`config.mk`:
```
export PLATFORM = sky130hd
export DESIGN_NAME = conditional_branch_unit
export DESIGN_NICKNAME = d
export VERILOG_FILES = /design/src/branch_pkg.sv /design/src/conditional_branch_unit.sv
export SDC_FILE = /design/constraint.sdc
export NUM_CORES = 1
export LEC_CHECK = 0
export BUFFER_PORTS_ARGS = -buffer_cell sky130_fd_sc_hd__buf_2
export CORE_UTILIZATION = 55
export CTS_CLUSTER_DIAMETER = 80
export DETAILED_ROUTE_END_ITERATION = 12
export HOLD_SLACK_MARGIN = 0.06
export PLACE_DENSITY = 0.79
export SYNTH_ARGS = -nofsm -noshare
export SYNTH_HDL_FRONTEND = slang
export SYNTH_SLANG_ARGS = --single-unit
```
`constraint.sdc`:
```
create_clock -name mclk -period 3.8 [get_ports mclk]
set_input_delay 0.38 -clock mclk [delete_from_list [all_inputs] [get_ports mclk]]
set_output_delay 0.38 -clock mclk [all_outputs]
set_load 0.005 [all_outputs]
```
`src/branch_pkg.sv`:
```
package branch_pkg;

    localparam int INSTR_WIDTH  = 16;
    localparam int BUS_AW       = 5;
    localparam int BUS_DW       = 32;
    localparam int PC_MIN_WIDTH = 10;
    localparam int PC_MAX_WIDTH = 32;
    localparam int PC_STEP      = 2;

    localparam logic [3:0] OP_GROUP     = 4'hE;
    localparam logic [3:0] OP_NEG       = 4'h6;
    localparam logic [3:0] OP_CARRY_CLR = 4'h3;
    localparam logic [3:0] OP_NOT_NEG   = 4'h7;
    localparam logic [3:0] OP_NO_OVF    = 4'h5;
    localparam logic [3:0] OP_NONZERO   = 4'h1;

    localparam logic [2:0] REG_INSTR     = 3'h0;
    localparam logic [2:0] REG_PC        = 3'h1;
    localparam logic [2:0] REG_STATUS    = 3'h2;
    localparam logic [2:0] REG_TAKEN_CNT = 3'h3;
    localparam logic [2:0] REG_FALL_CNT  = 3'h4;

    localparam int ST_BUSY_BIT    = 0;
    localparam int ST_TAKEN_BIT   = 1;
    localparam int ST_FOREIGN_BIT = 2;
    localparam int ST_SECOND_BIT  = 3;
    localparam int ST_CARRY_BIT   = 4;
    localparam int ST_ZERO_BIT    = 5;
    localparam int ST_OVF_BIT     = 6;
    localparam int ST_NEG_BIT     = 7;

    localparam logic [INSTR_WIDTH-1:0] INSTR_RESET = 16'h0000;

    typedef enum logic [8:0] {
        ST_IDLE = 9'h001,
        ST_Q1   = 9'h002,
        ST_Q2   = 9'h004,
        ST_Q3   = 9'h008,
        ST_Q4   = 9'h010,
        ST_N1   = 9'h020,
        ST_N2   = 9'h040,
        ST_N3   = 9'h080,
        ST_N4   = 9'h100
    } seq_state_e;

endpackage : branch_pkg

module cond_branch_decode (
    input  wire logic [7:0] opcode_hi,
    input  wire logic       carry,
    input  wire logic       zero,
    input  wire logic       overflow,
    input  wire logic       negative,
    output logic            is_branch,
    output logic            take
);

    always_comb begin
        is_branch = 1'h0;
        take      = 1'h0;
        if (opcode_hi[7:4] == branch_pkg::OP_GROUP) begin
            case (opcode_hi[3:0])
                branch_pkg::OP_NEG: begin
                    is_branch = 1'h1;
                    take      = negative; // RL1
                end
                branch_pkg::OP_CARRY_CLR: begin
                    is_branch = 1'h1;
                    take      = !carry; // RL2
                end
                branch_pkg::OP_NOT_NEG: begin
                    is_branch = 1'h1;
                    take      = !negative; // RL3
                end
                branch_pkg::OP_NO_OVF: begin
                    is_branch = 1'h1;
                    take      = !overflow; // RL4
                end
                branch_pkg::OP_NONZERO: begin
                    is_branch = 1'h1;
                    take      = !zero; // RL5
                end
                default: begin
                    is_branch = 1'h0;
                    take      = 1'h0;
                end
            endcase
        end
    end

endmodule : cond_branch_decode

```
`src/conditional_branch_unit.sv`:
```
// Behaviour
// (RL1) opcode E6 branches when negative is set
// (RL2) opcode E3 branches when carry is clear
// (RL3) opcode E7 branches when negative is clear
// (RL4) opcode E5 branches when overflow is clear
// (RL5) opcode E1 branches when zero is clear
// (RL6) low byte is signed offset, -128..127
// (RL7) offset doubled as two's complement displacement
// (RL8) taken target is own address plus two plus displacement
// (RL9) one word; one cycle, two when taken
// (RL10) not taken: pc moves to next word
// (RL11) flags untouched; taken second cycle idles
// (RL12) not taken: last phase writes nothing
module conditional_branch_unit #(
    parameter int PC_WIDTH  = 16,
    parameter int CNT_WIDTH = 16
) (
    input  wire logic                         mclk,
    input  wire logic                         rstn,
    input  wire logic [branch_pkg::BUS_AW-1:0] avs_address,
    input  wire logic                         avs_read,
    input  wire logic                         avs_write,
    input  wire logic [branch_pkg::BUS_DW-1:0] avs_writedata,
    input  wire logic [3:0]                   avs_byteenable,
    output logic      [branch_pkg::BUS_DW-1:0] avs_readdata,
    output logic                              avs_waitrequest,
    input  wire logic                         carry,
    input  wire logic                         zero,
    input  wire logic                         overflow,
    input  wire logic                         negative,
    output logic      [PC_WIDTH-1:0]          pc_value,
    output logic                              pc_write,
    output logic                              busy,
    output logic                              taken
);

    if (PC_WIDTH < branch_pkg::PC_MIN_WIDTH || PC_WIDTH > branch_pkg::PC_MAX_WIDTH) begin : g_bad_pc
        $error("PC_WIDTH out of range");
    end
    if (CNT_WIDTH < 1 || CNT_WIDTH > branch_pkg::BUS_DW) begin : g_bad_cnt
        $error("CNT_WIDTH out of range");
    end

    localparam int BUS_DW = branch_pkg::BUS_DW;

    branch_pkg::seq_state_e state_reg;
    branch_pkg::seq_state_e state_next;

    logic [branch_pkg::INSTR_WIDTH-1:0] instr_reg;
    logic [PC_WIDTH-1:0]                pc_reg;
    logic [PC_WIDTH-1:0]                base_reg;
    logic [PC_WIDTH-1:0]                disp_reg;
    logic                               taken_reg;
    logic                               foreign_reg;
    logic                               pc_write_reg;
    logic                               busy_reg;
    logic [CNT_WIDTH-1:0]               taken_cnt_reg;
    logic [CNT_WIDTH-1:0]               fall_cnt_reg;
    logic                               wait_reg;
    logic [branch_pkg::BUS_DW-1:0]      rdata_reg;

    logic [2:0]                    reg_idx;
    logic                          bus_req;
    logic                          bus_blocked;
    logic                          wr_ack;
    logic [branch_pkg::BUS_DW-1:0] lane_mask;
    logic [branch_pkg::BUS_DW-1:0] instr_merged;
    logic [branch_pkg::BUS_DW-1:0] pc_merged;
    logic [branch_pkg::BUS_DW-1:0] read_mux;
    logic [branch_pkg::BUS_DW-1:0] status_word;
    logic                          dec_branch;
    logic                          dec_take;
    logic [PC_WIDTH-1:0]           step;

    assign step = PC_WIDTH'(branch_pkg::PC_STEP);

    // bus decode
    assign reg_idx = avs_address[branch_pkg::BUS_AW-1:2];
    assign bus_req = avs_read | avs_write;
    // instruction and pc writes wait while a cycle runs, so software cannot tear the pc
    assign bus_blocked = avs_write && state_reg != branch_pkg::ST_IDLE &&
                         (reg_idx == branch_pkg::REG_INSTR || reg_idx == branch_pkg::REG_PC);
    assign wr_ack = avs_write && !wait_reg;

    for (genvar i = 0; i < 4; i++) begin : g_lane
        assign lane_mask[8*i +: 8] = {8{avs_byteenable[i]}};
    end

    assign instr_merged = (BUS_DW'(instr_reg) & ~lane_mask) | (avs_writedata & lane_mask);
    assign pc_merged    = (BUS_DW'(pc_reg) & ~lane_mask) | (avs_writedata & lane_mask);

    always_comb begin
        status_word = '0;
        status_word[branch_pkg::ST_BUSY_BIT]    = busy_reg;
        status_word[branch_pkg::ST_TAKEN_BIT]   = taken_reg;
        status_word[branch_pkg::ST_FOREIGN_BIT] = foreign_reg;
        status_word[branch_pkg::ST_SECOND_BIT]  = state_reg inside {branch_pkg::ST_N1, branch_pkg::ST_N2,
                                                                   branch_pkg::ST_N3, branch_pkg::ST_N4};
        status_word[branch_pkg::ST_CARRY_BIT]   = carry;
        status_word[branch_pkg::ST_ZERO_BIT]    = zero;
        status_word[branch_pkg::ST_OVF_BIT]     = overflow;
        status_word[branch_pkg::ST_NEG_BIT]     = negative;
    end

    always_comb begin
        case (reg_idx)
            branch_pkg::REG_INSTR:     read_mux = BUS_DW'(instr_reg);
            branch_pkg::REG_PC:        read_mux = BUS_DW'(pc_reg);
            branch_pkg::REG_STATUS:    read_mux = status_word;
            branch_pkg::REG_TAKEN_CNT: read_mux = BUS_DW'(taken_cnt_reg);
            branch_pkg::REG_FALL_CNT:  read_mux = BUS_DW'(fall_cnt_reg);
            default:                   read_mux = '0;
        endcase
    end

    // waitrequest drops for exactly one cycle per accepted request
    always_ff @(posedge mclk or negedge rstn) begin
        if (!rstn) begin
            wait_reg <= 1'h1;
        end else if (bus_req && wait_reg && !bus_blocked) begin
            wait_reg <= 1'h0;
        end else begin
            wait_reg <= 1'h1;
        end
    end

    always_ff @(posedge mclk or negedge rstn) begin
        if (!rstn) begin
            rdata_reg <= '0;
        end else if (avs_read && wait_reg) begin
            rdata_reg <= read_mux;
        end
    end

    cond_branch_decode u_decode (
        .opcode_hi (instr_reg[15:8]),
        .carry     (carry),
        .zero      (zero),
        .overflow  (overflow),
        .negative  (negative),
        .is_branch (dec_branch),
        .take      (dec_take)
    );

    // phase sequencer: one instruction cycle is four clocks
    always_comb begin
        case (state_reg)
            branch_pkg::ST_IDLE: begin
                if (wr_ack && reg_idx == branch_pkg::REG_INSTR) begin
                    state_next = branch_pkg::ST_Q1;
                end else begin
                    state_next = branch_pkg::ST_IDLE;
                end
            end
            branch_pkg::ST_Q1: state_next = branch_pkg::ST_Q2;
            branch_pkg::ST_Q2: state_next = branch_pkg::ST_Q3;
            branch_pkg::ST_Q3: state_next = branch_pkg::ST_Q4;
            branch_pkg::ST_Q4: begin
                if (taken_reg) begin
                    state_next = branch_pkg::ST_N1; // RL9
                end else begin
                    state_next = branch_pkg::ST_IDLE; // RL9
                end
            end
            branch_pkg::ST_N1: state_next = branch_pkg::ST_N2; // RL11
            branch_pkg::ST_N2: state_next = branch_pkg::ST_N3;
            branch_pkg::ST_N3: state_next = branch_pkg::ST_N4;
            branch_pkg::ST_N4: state_next = branch_pkg::ST_IDLE;
            default:           state_next = branch_pkg::ST_IDLE;
        endcase
    end

    always_ff @(posedge mclk or negedge rstn) begin
        if (!rstn) begin
            state_reg <= branch_pkg::ST_IDLE;
        end else begin
            state_reg <= state_next;
        end
    end

    always_ff @(posedge mclk or negedge rstn) begin
        if (!rstn) begin
            busy_reg <= 1'h0;
        end else begin
            busy_reg <= state_next != branch_pkg::ST_IDLE;
        end
    end

    always_ff @(posedge mclk or negedge rstn) begin
        if (!rstn) begin
            instr_reg <= branch_pkg::INSTR_RESET;
        end else if (wr_ack && reg_idx == branch_pkg::REG_INSTR) begin
            instr_reg <= instr_merged[branch_pkg::INSTR_WIDTH-1:0];
        end
    end

    // read literal phase: low byte, signed, doubled to a byte displacement
    always_ff @(posedge mclk or negedge rstn) begin
        if (!rstn) begin
            disp_reg <= '0;
        end else if (state_reg == branch_pkg::ST_Q2) begin
            disp_reg <= PC_WIDTH'($signed({instr_reg[7:0], 1'h0})); // RL6 RL7
        end
    end

    // process phase: condition sampled from the flags, which the unit reads but never writes
    always_ff @(posedge mclk or negedge rstn) begin
        if (!rstn) begin
            taken_reg   <= 1'h0;
            foreign_reg <= 1'h0;
        end else if (state_reg == branch_pkg::ST_Q3) begin
            taken_reg   <= dec_branch && dec_take; // RL1 RL2 RL3 RL4 RL5 RL11
            foreign_reg <= !dec_branch;
        end
    end

    // decode phase keeps the instruction address as the branch base, then advances the fetch address one word
    always_ff @(posedge mclk or negedge rstn) begin
        if (!rstn) begin
            pc_reg   <= '0;
            base_reg <= '0;
        end else if (state_reg == branch_pkg::ST_IDLE && wr_ack && reg_idx == branch_pkg::REG_PC) begin
            // program words are even, so bit zero of a written pc is dropped
            pc_reg <= {pc_merged[PC_WIDTH-1:1], 1'h0};
        end else if (state_reg == branch_pkg::ST_Q1) begin
            base_reg <= pc_reg;
            pc_reg   <= pc_reg + step; // RL9 RL10
        end else if (state_reg == branch_pkg::ST_Q4 && taken_reg) begin
            pc_reg <= pc_reg + disp_reg; // RL8
        end
    end

    always_ff @(posedge mclk or negedge rstn) begin
        if (!rstn) begin
            pc_write_reg <= 1'h0;
        end else begin
            pc_write_reg <= state_reg == branch_pkg::ST_Q4 && taken_reg; // RL12
        end
    end

    // counters wrap silently; software reads differences
    always_ff @(posedge mclk or negedge rstn) begin
        if (!rstn) begin
            taken_cnt_reg <= '0;
            fall_cnt_reg  <= '0;
        end else if (state_reg == branch_pkg::ST_Q4) begin
            if (taken_reg) begin
                taken_cnt_reg <= taken_cnt_reg + CNT_WIDTH'(1);
            end else if (!foreign_reg) begin
                fall_cnt_reg <= fall_cnt_reg + CNT_WIDTH'(1);
            end
        end
    end

    assign avs_readdata    = rdata_reg;
    assign avs_waitrequest = wait_reg;
    assign pc_value        = pc_reg;
    assign pc_write        = pc_write_reg;
    assign busy            = busy_reg;
    assign taken           = taken_reg;
endmodule : conditional_branch_unit

```
=== Word-level counts from Yosys, hierarchy flattened ===
Index checks and enable logic that the tools add are counted.

* Bitwise operators: 9
* Add/sub/neg operators: 4
* Multiplexer cells: 12
* Reduce and logical (&&, ||, !) cells: 25
* Eq/ne operators: 21

{| class="wikitable"
|+ Operator list
! kind !! count
|-
| $pmux W16 S5 || 1
|-
| $pmux W9 S8 || 1
|-
| $and A16 B16 Y16 || 3
|-
| $mux W16 || 3
|-
| $add A16 B1 Y16 const B || 2
|-
| $or A16 B16 Y16 || 2
|-
| $ne A9 B1 Y1 const B || 2
|-
| $add A16 B16 Y16 || 1
|-
| $add A16 B2 Y16 const B || 1
|-
| $not A16 Y16 || 1
|-
| $eq A4 B3 Y1 const B || 3
|-
| $logic_and A1 B1 Y1 || 11
|-
| $eq A9 B1 Y1 const B || 1
|-
| $eq A9 B2 Y1 const B || 1
|-
| $eq A9 B3 Y1 const B || 1
|-
| $eq A9 B4 Y1 const B || 1
|-
| $eq A9 B5 Y1 const B || 1
|-
| $eq A9 B6 Y1 const B || 1
|-
| $eq A9 B7 Y1 const B || 1
|-
| $eq A9 B8 Y1 const B || 1
|-
| $eq A9 B9 Y1 const B || 1
|-
| $logic_not A1 Y1 || 7
|-
| $eq A3 B2 Y1 const B || 2
|-
| $mux W6 || 1
|-
| other kinds (17) || 21
|}

* Input bits: 49
* Register bits: 118
* Word-level logic and storage cells: 83
* Output and inout port bits: 52

=== Logic depth before layout (Yosys ltp) ===
* Depth in word-level cells: 6
* Gate-level depth with buffers: 14
* Mapped depth without buffers: 12

=== Hierarchy ===
A second synthesis with hierarchy kept.

* Cells, all modules: 576
* Area, all modules: 5,667.9 µm²

{| class="wikitable"
|+ Modules (own cells, without submodules)
! module !! times used !! seq. area each (µm²) !! cells an instance !! area each (µm²)
|-
| conditional_branch_unit || 1 || 2,529.9 || 566 || 5,601.6
|-
| cond_branch_decode || 1 || 0.0 || 10 || 66.3
|}

=== Worst setup path before layout ===
OpenSTA, ideal clock, no wires.

* Path kind: register to register
* Start: register state_reg[5]
* End: register pc_reg[9] (netlist: pc_value[9])
* Buffers on the path: 2
* Data required time: 3.671 ns
* Slack: 0.670 ns
* Library setup time: 0.129 ns
* Stages on the path, launching flop included: 13
* Arrival: 3.001 ns
* Clock period less this slack: 3.130 ns
* Path through: dfrtp_1 nor3_4 buf_2 nand3_1 clkbuf_1 and2_1 ha_1 nor2b_1 o31a_1 o21ai_1 mux2_2 o211ai_1 nand3b_1

* Longest elaborated chain between the ends: 4
* Elaborated cells on any way between the ends: 9
* Those cells by class: 3 x eq/ne; 2 x mux; 4 x reduce/logical

{| class="wikitable"
|+ Ends and longest elaborated chain
! what !! line !! source
|-
| start: declaration || conditional_branch_unit.sv:46 || <nowiki>branch_pkg::seq_state_e state_reg;</nowiki>
|-
| start signal: assignment || conditional_branch_unit.sv:175 || <nowiki>state_reg <= branch_pkg::ST_IDLE;</nowiki>
|-
| start signal: assignment || conditional_branch_unit.sv:177 || <nowiki>state_reg <= state_next;</nowiki>
|-
| $eq A9 B1 Y1 || conditional_branch_unit.sv:222 || <nowiki>end else if (state_reg == branch_pkg::ST_IDLE && wr_ack && reg_idx == branch_pkg::REG_PC) begin</nowiki>
|-
| $logic_and A1 B1 Y1 (2 in a row) || conditional_branch_unit.sv:222 ||
|-
| $reduce_bool A3 Y1 (no source line) / $mux W16 (equally long branches) || -- ||
|-
| end signal: assignment || conditional_branch_unit.sv:224 || <nowiki>pc_reg <= {pc_merged[PC_WIDTH-1:1], 1'h0};</nowiki>
|-
| end signal: assignment || conditional_branch_unit.sv:227 || <nowiki>pc_reg <= pc_reg + step;</nowiki>
|-
| end signal: assignment || conditional_branch_unit.sv:229 || <nowiki>pc_reg <= pc_reg + disp_reg;</nowiki>
|-
| end: declaration || conditional_branch_unit.sv:50 || <nowiki>logic [PC_WIDTH-1:0] pc_reg;</nowiki>
|}

Several ways; a longest one is shown, not always the timed one.
A chain may end at the register's enable or synchronous reset.

=== Worst setup path in the final report ===
* Start: register state_reg[6]
* End: register pc_reg[9] (netlist: pc_value[9])

Same word-level chain as after synthesis.

==> reports/qor.txt <==
status = finished, final reports clean
CP bufs+invs = 0
CP arrival = 3630 ps
Worst Skew = 11.5 ps
Synth Area in Simple Gates = 17.6%
H-Tree Depth = 3
antenna violations before repair = 0
Pwr Total = 2.37 mW
Iteration-0 DRC Markers = 342
Die W = 103 µm
Place WS = 510 ps
PortBufs = 63
Max Root-Sink Buffers = 2
Final HPWL DP = 9870 µm
Compound-Gate Fraction of Synth Area = 12.4%
Util after Layout = 63.0%
GRT Overall Usage = 27.1%
reg2reg setup slack = 430 ps
Final GP Congestion = 0.875
sequential fraction of the synthesis area = 45.2%
fin nets = 665
post-cts resize count = 0
Setup Crit Path Kind = flop to flop
starting density of the core = 57.0%
Vias/cell = 6.01
pwr dens = 383 nW/µm²
Fmax achieved = 297 MHz
Slew Limit Fails = 0
CTS root buffer = clkbuf_8
CP Cell Sequence = nor4_4 > nand3_1 > and2_1 > ha_1 > nor2b_1 > o31a_1 > o21ai_1 > mux2_2 > o211ai_1 > nand3b_1
post-CTS setup buffers = 0
I/O pin count = 101
Post-synth ARST share = 100%
proportion of synthesized area in mux cells = 11.1%
CP max-delay cell = o21ai_1
first-pass GRT wire length = 21,400 µm
Main synth FF type = dfrtp_1
Via Count = 4,468
worst skew pair latency = 380 ps
core footprint = 9820 µm²
synthesized area per cell = 10.1 µm²
Hold-fix buffers, CTS = 0
RSZ-0062 raised after global routing = no
Final period util = 88.6%
clk sinks = 101
number of global-route vias before repair = 4,230
final worst slack = 434 ps
Worst-path clk slew = 100 ps
Yosys reg bits = 101
fraction of layout cells with a size suffix above 1 = 21.8%
post-synthesis adder-cell area fraction = 2.37%
share of the synthesized area in the top cell type = 44.2%
fin crit period = 3370 ps
crit path max fanout = 7
Min-Delay Path Class = primary input to asynchronous set/reset pin
crit path launch = state_reg[6]
Final Setup Violations = 0
CTS tree = done
worst r2r src = state_reg[6]
Die Ht = 103 µm
Initial DRT Pass Iterations = 4
Worst Setup Start Kind = flop
TritonCTS buffer count = 9
maximum vdd drop = 0.335 mV
Post-synth EDFFs = 0
pin count of the biggest net entering global routing = 77
Post-route DRC = 0
Ys Warns = 0
Yosys cell types = 62
Routed WL = 13,400 µm
row count = 36
CP required = 4060 ps
DRT antenna net count = 0
crit path capture type = flop
Routed WL per cell = 18.0 µm
Area Growth Syn to Fin = 10.4%
crit-path max cell delay = 460 ps
GRT overflow = 0
largest family of logic cells by synthesized area = simple AND/OR/NAND/NOR gates
actual slew at the worst max-slew pin = 982 ps
antenna fix cells = 0
Mapped Cells = 552
CP delay by family, top = simple AND/OR/NAND/NOR gates
Max Cap Violations = 0
Setup TNS = 0 ps
Die Area = 10,600 µm²
Synth area leaders = dfrtp_1, mux2_2, mux2i_1, xnor2_1, nor2_1
Mapped Area = 5600 µm²
Slew headroom = 34.5%
final hold violation count = 0
cell accounting for the most synthesized area = dfrtp_1
Leakage = 2.97 nW
xor-xnor portion of the synthesized cell area = 5.63%
[worst paths after layout]
kind                            cells after the start          endpoint
worst min-delay path                                1      pc_value[14]
max in group asynchronous                           2   avs_waitrequest
min in group mclk                                   2   avs_waitrequest
worst min register to register                      1  fall_cnt_reg[15]
worst max register to register                     10       pc_value[9]
worst max-delay path                               10       pc_value[9]
[metrics by stage]
stage | cell area [µm²] | hold WS, ps | std cells
after floorplan | 5660 | 84.4 | 568
after CTS | 6180 | 155 | 744
after global placement | 5960 | 458 | 728
after detailed placement | 5960 | 462 | 728
after global routing | 6180 | 155 | 744
final | 6180 | 159 | 744
[synthesized netlist by cell type (2+ instances only)]
master	number
nor2_2	2
a221o_1	4
buf_2	8
o211ai_1	4
buf_1	2
mux2i_1	25
nor3b_1	3
a31oi_1	9
a22oi_1	11
o21ai_1	2
o21a_1	3
clkbuf_1	17
inv_1	17
xnor2_1	22
nor4b_1	2
ha_1	9
and2_1	6
dfrtp_1	99
o21ai_0	24
nor2_1	43
and3_1	9
or3_1	2
o22ai_1	10
buf_4	17
nor3_1	7
nand2_1	39
nor4_4	2
a211oi_1	3
nand3b_1	2
a21oi_1	15
a22o_1	8
and4_1	7
nand2b_1	6
nand4_1	12
nor4_1	5
nand3_1	15
or4b_1	2
xor2_1	14
dfstp_2	2
mux2_2	33
nor2b_1	9
[per-layer routing]
layer	up-vias	wire length [µm]	share of wire (%)	GRT usage, %
li1	2054	-	-	-
met1	2241	5850	44	36.1
met2	146	6590	49	44.3
met3	27	633	4.7	4.20
met4	0	337	2.5	11.4
met5	-	0	0	0
[report_power, final]
group	total (mW)	internal (mW)	switching [mW]
registers	1.26	1.16	0.102
clock network	0.762	0.374	0.388
logic	0.347	0.170	0.178
[placed cells by master (no fill, tap or decap), types with 4 or more instances in the layout]
cell type  instances
xor2_1            14
nand2_1           39
nor2_1            43
and2_1             6
nand4_1           12
and4_1             7
nor4_1             5
buf_2             62
conb_1            17
nor2b_1            9
o211ai_1           4
o21ai_0           24
buf_4             10
a31oi_1            9
xnor2_1           22
mux2i_1           25
nand3_1           15
ha_1               9
a22o_1             8
a22oi_1           11
dfrtp_1           99
and3_1             9
nand2b_1           6
o22ai_1           10
clkbuf_8           9
inv_1             17
a21oi_1           15
nor3_1             7
mux2_2            33
a221o_1            4
[logic make-up after synthesis]
kind of cell / Yosys count
buf+inv: 62
xor+xnor: 36
flops: 101
mux: 58
fa+ha+maj: 10
simple gates: 179
compound gates: 105
other cells: 1
[area by class of cell]
type	instances	area (µm²)
fillers	845	3630
multi-input cells	405	2820
flip-flops and latches	101	2530
repair buffers	72	385
well taps	133	166
clock buffers	9	124
clock inverters	7	98.8
inverters	17	63.8
Note: power is estimated with default switching activity, not from simulation.
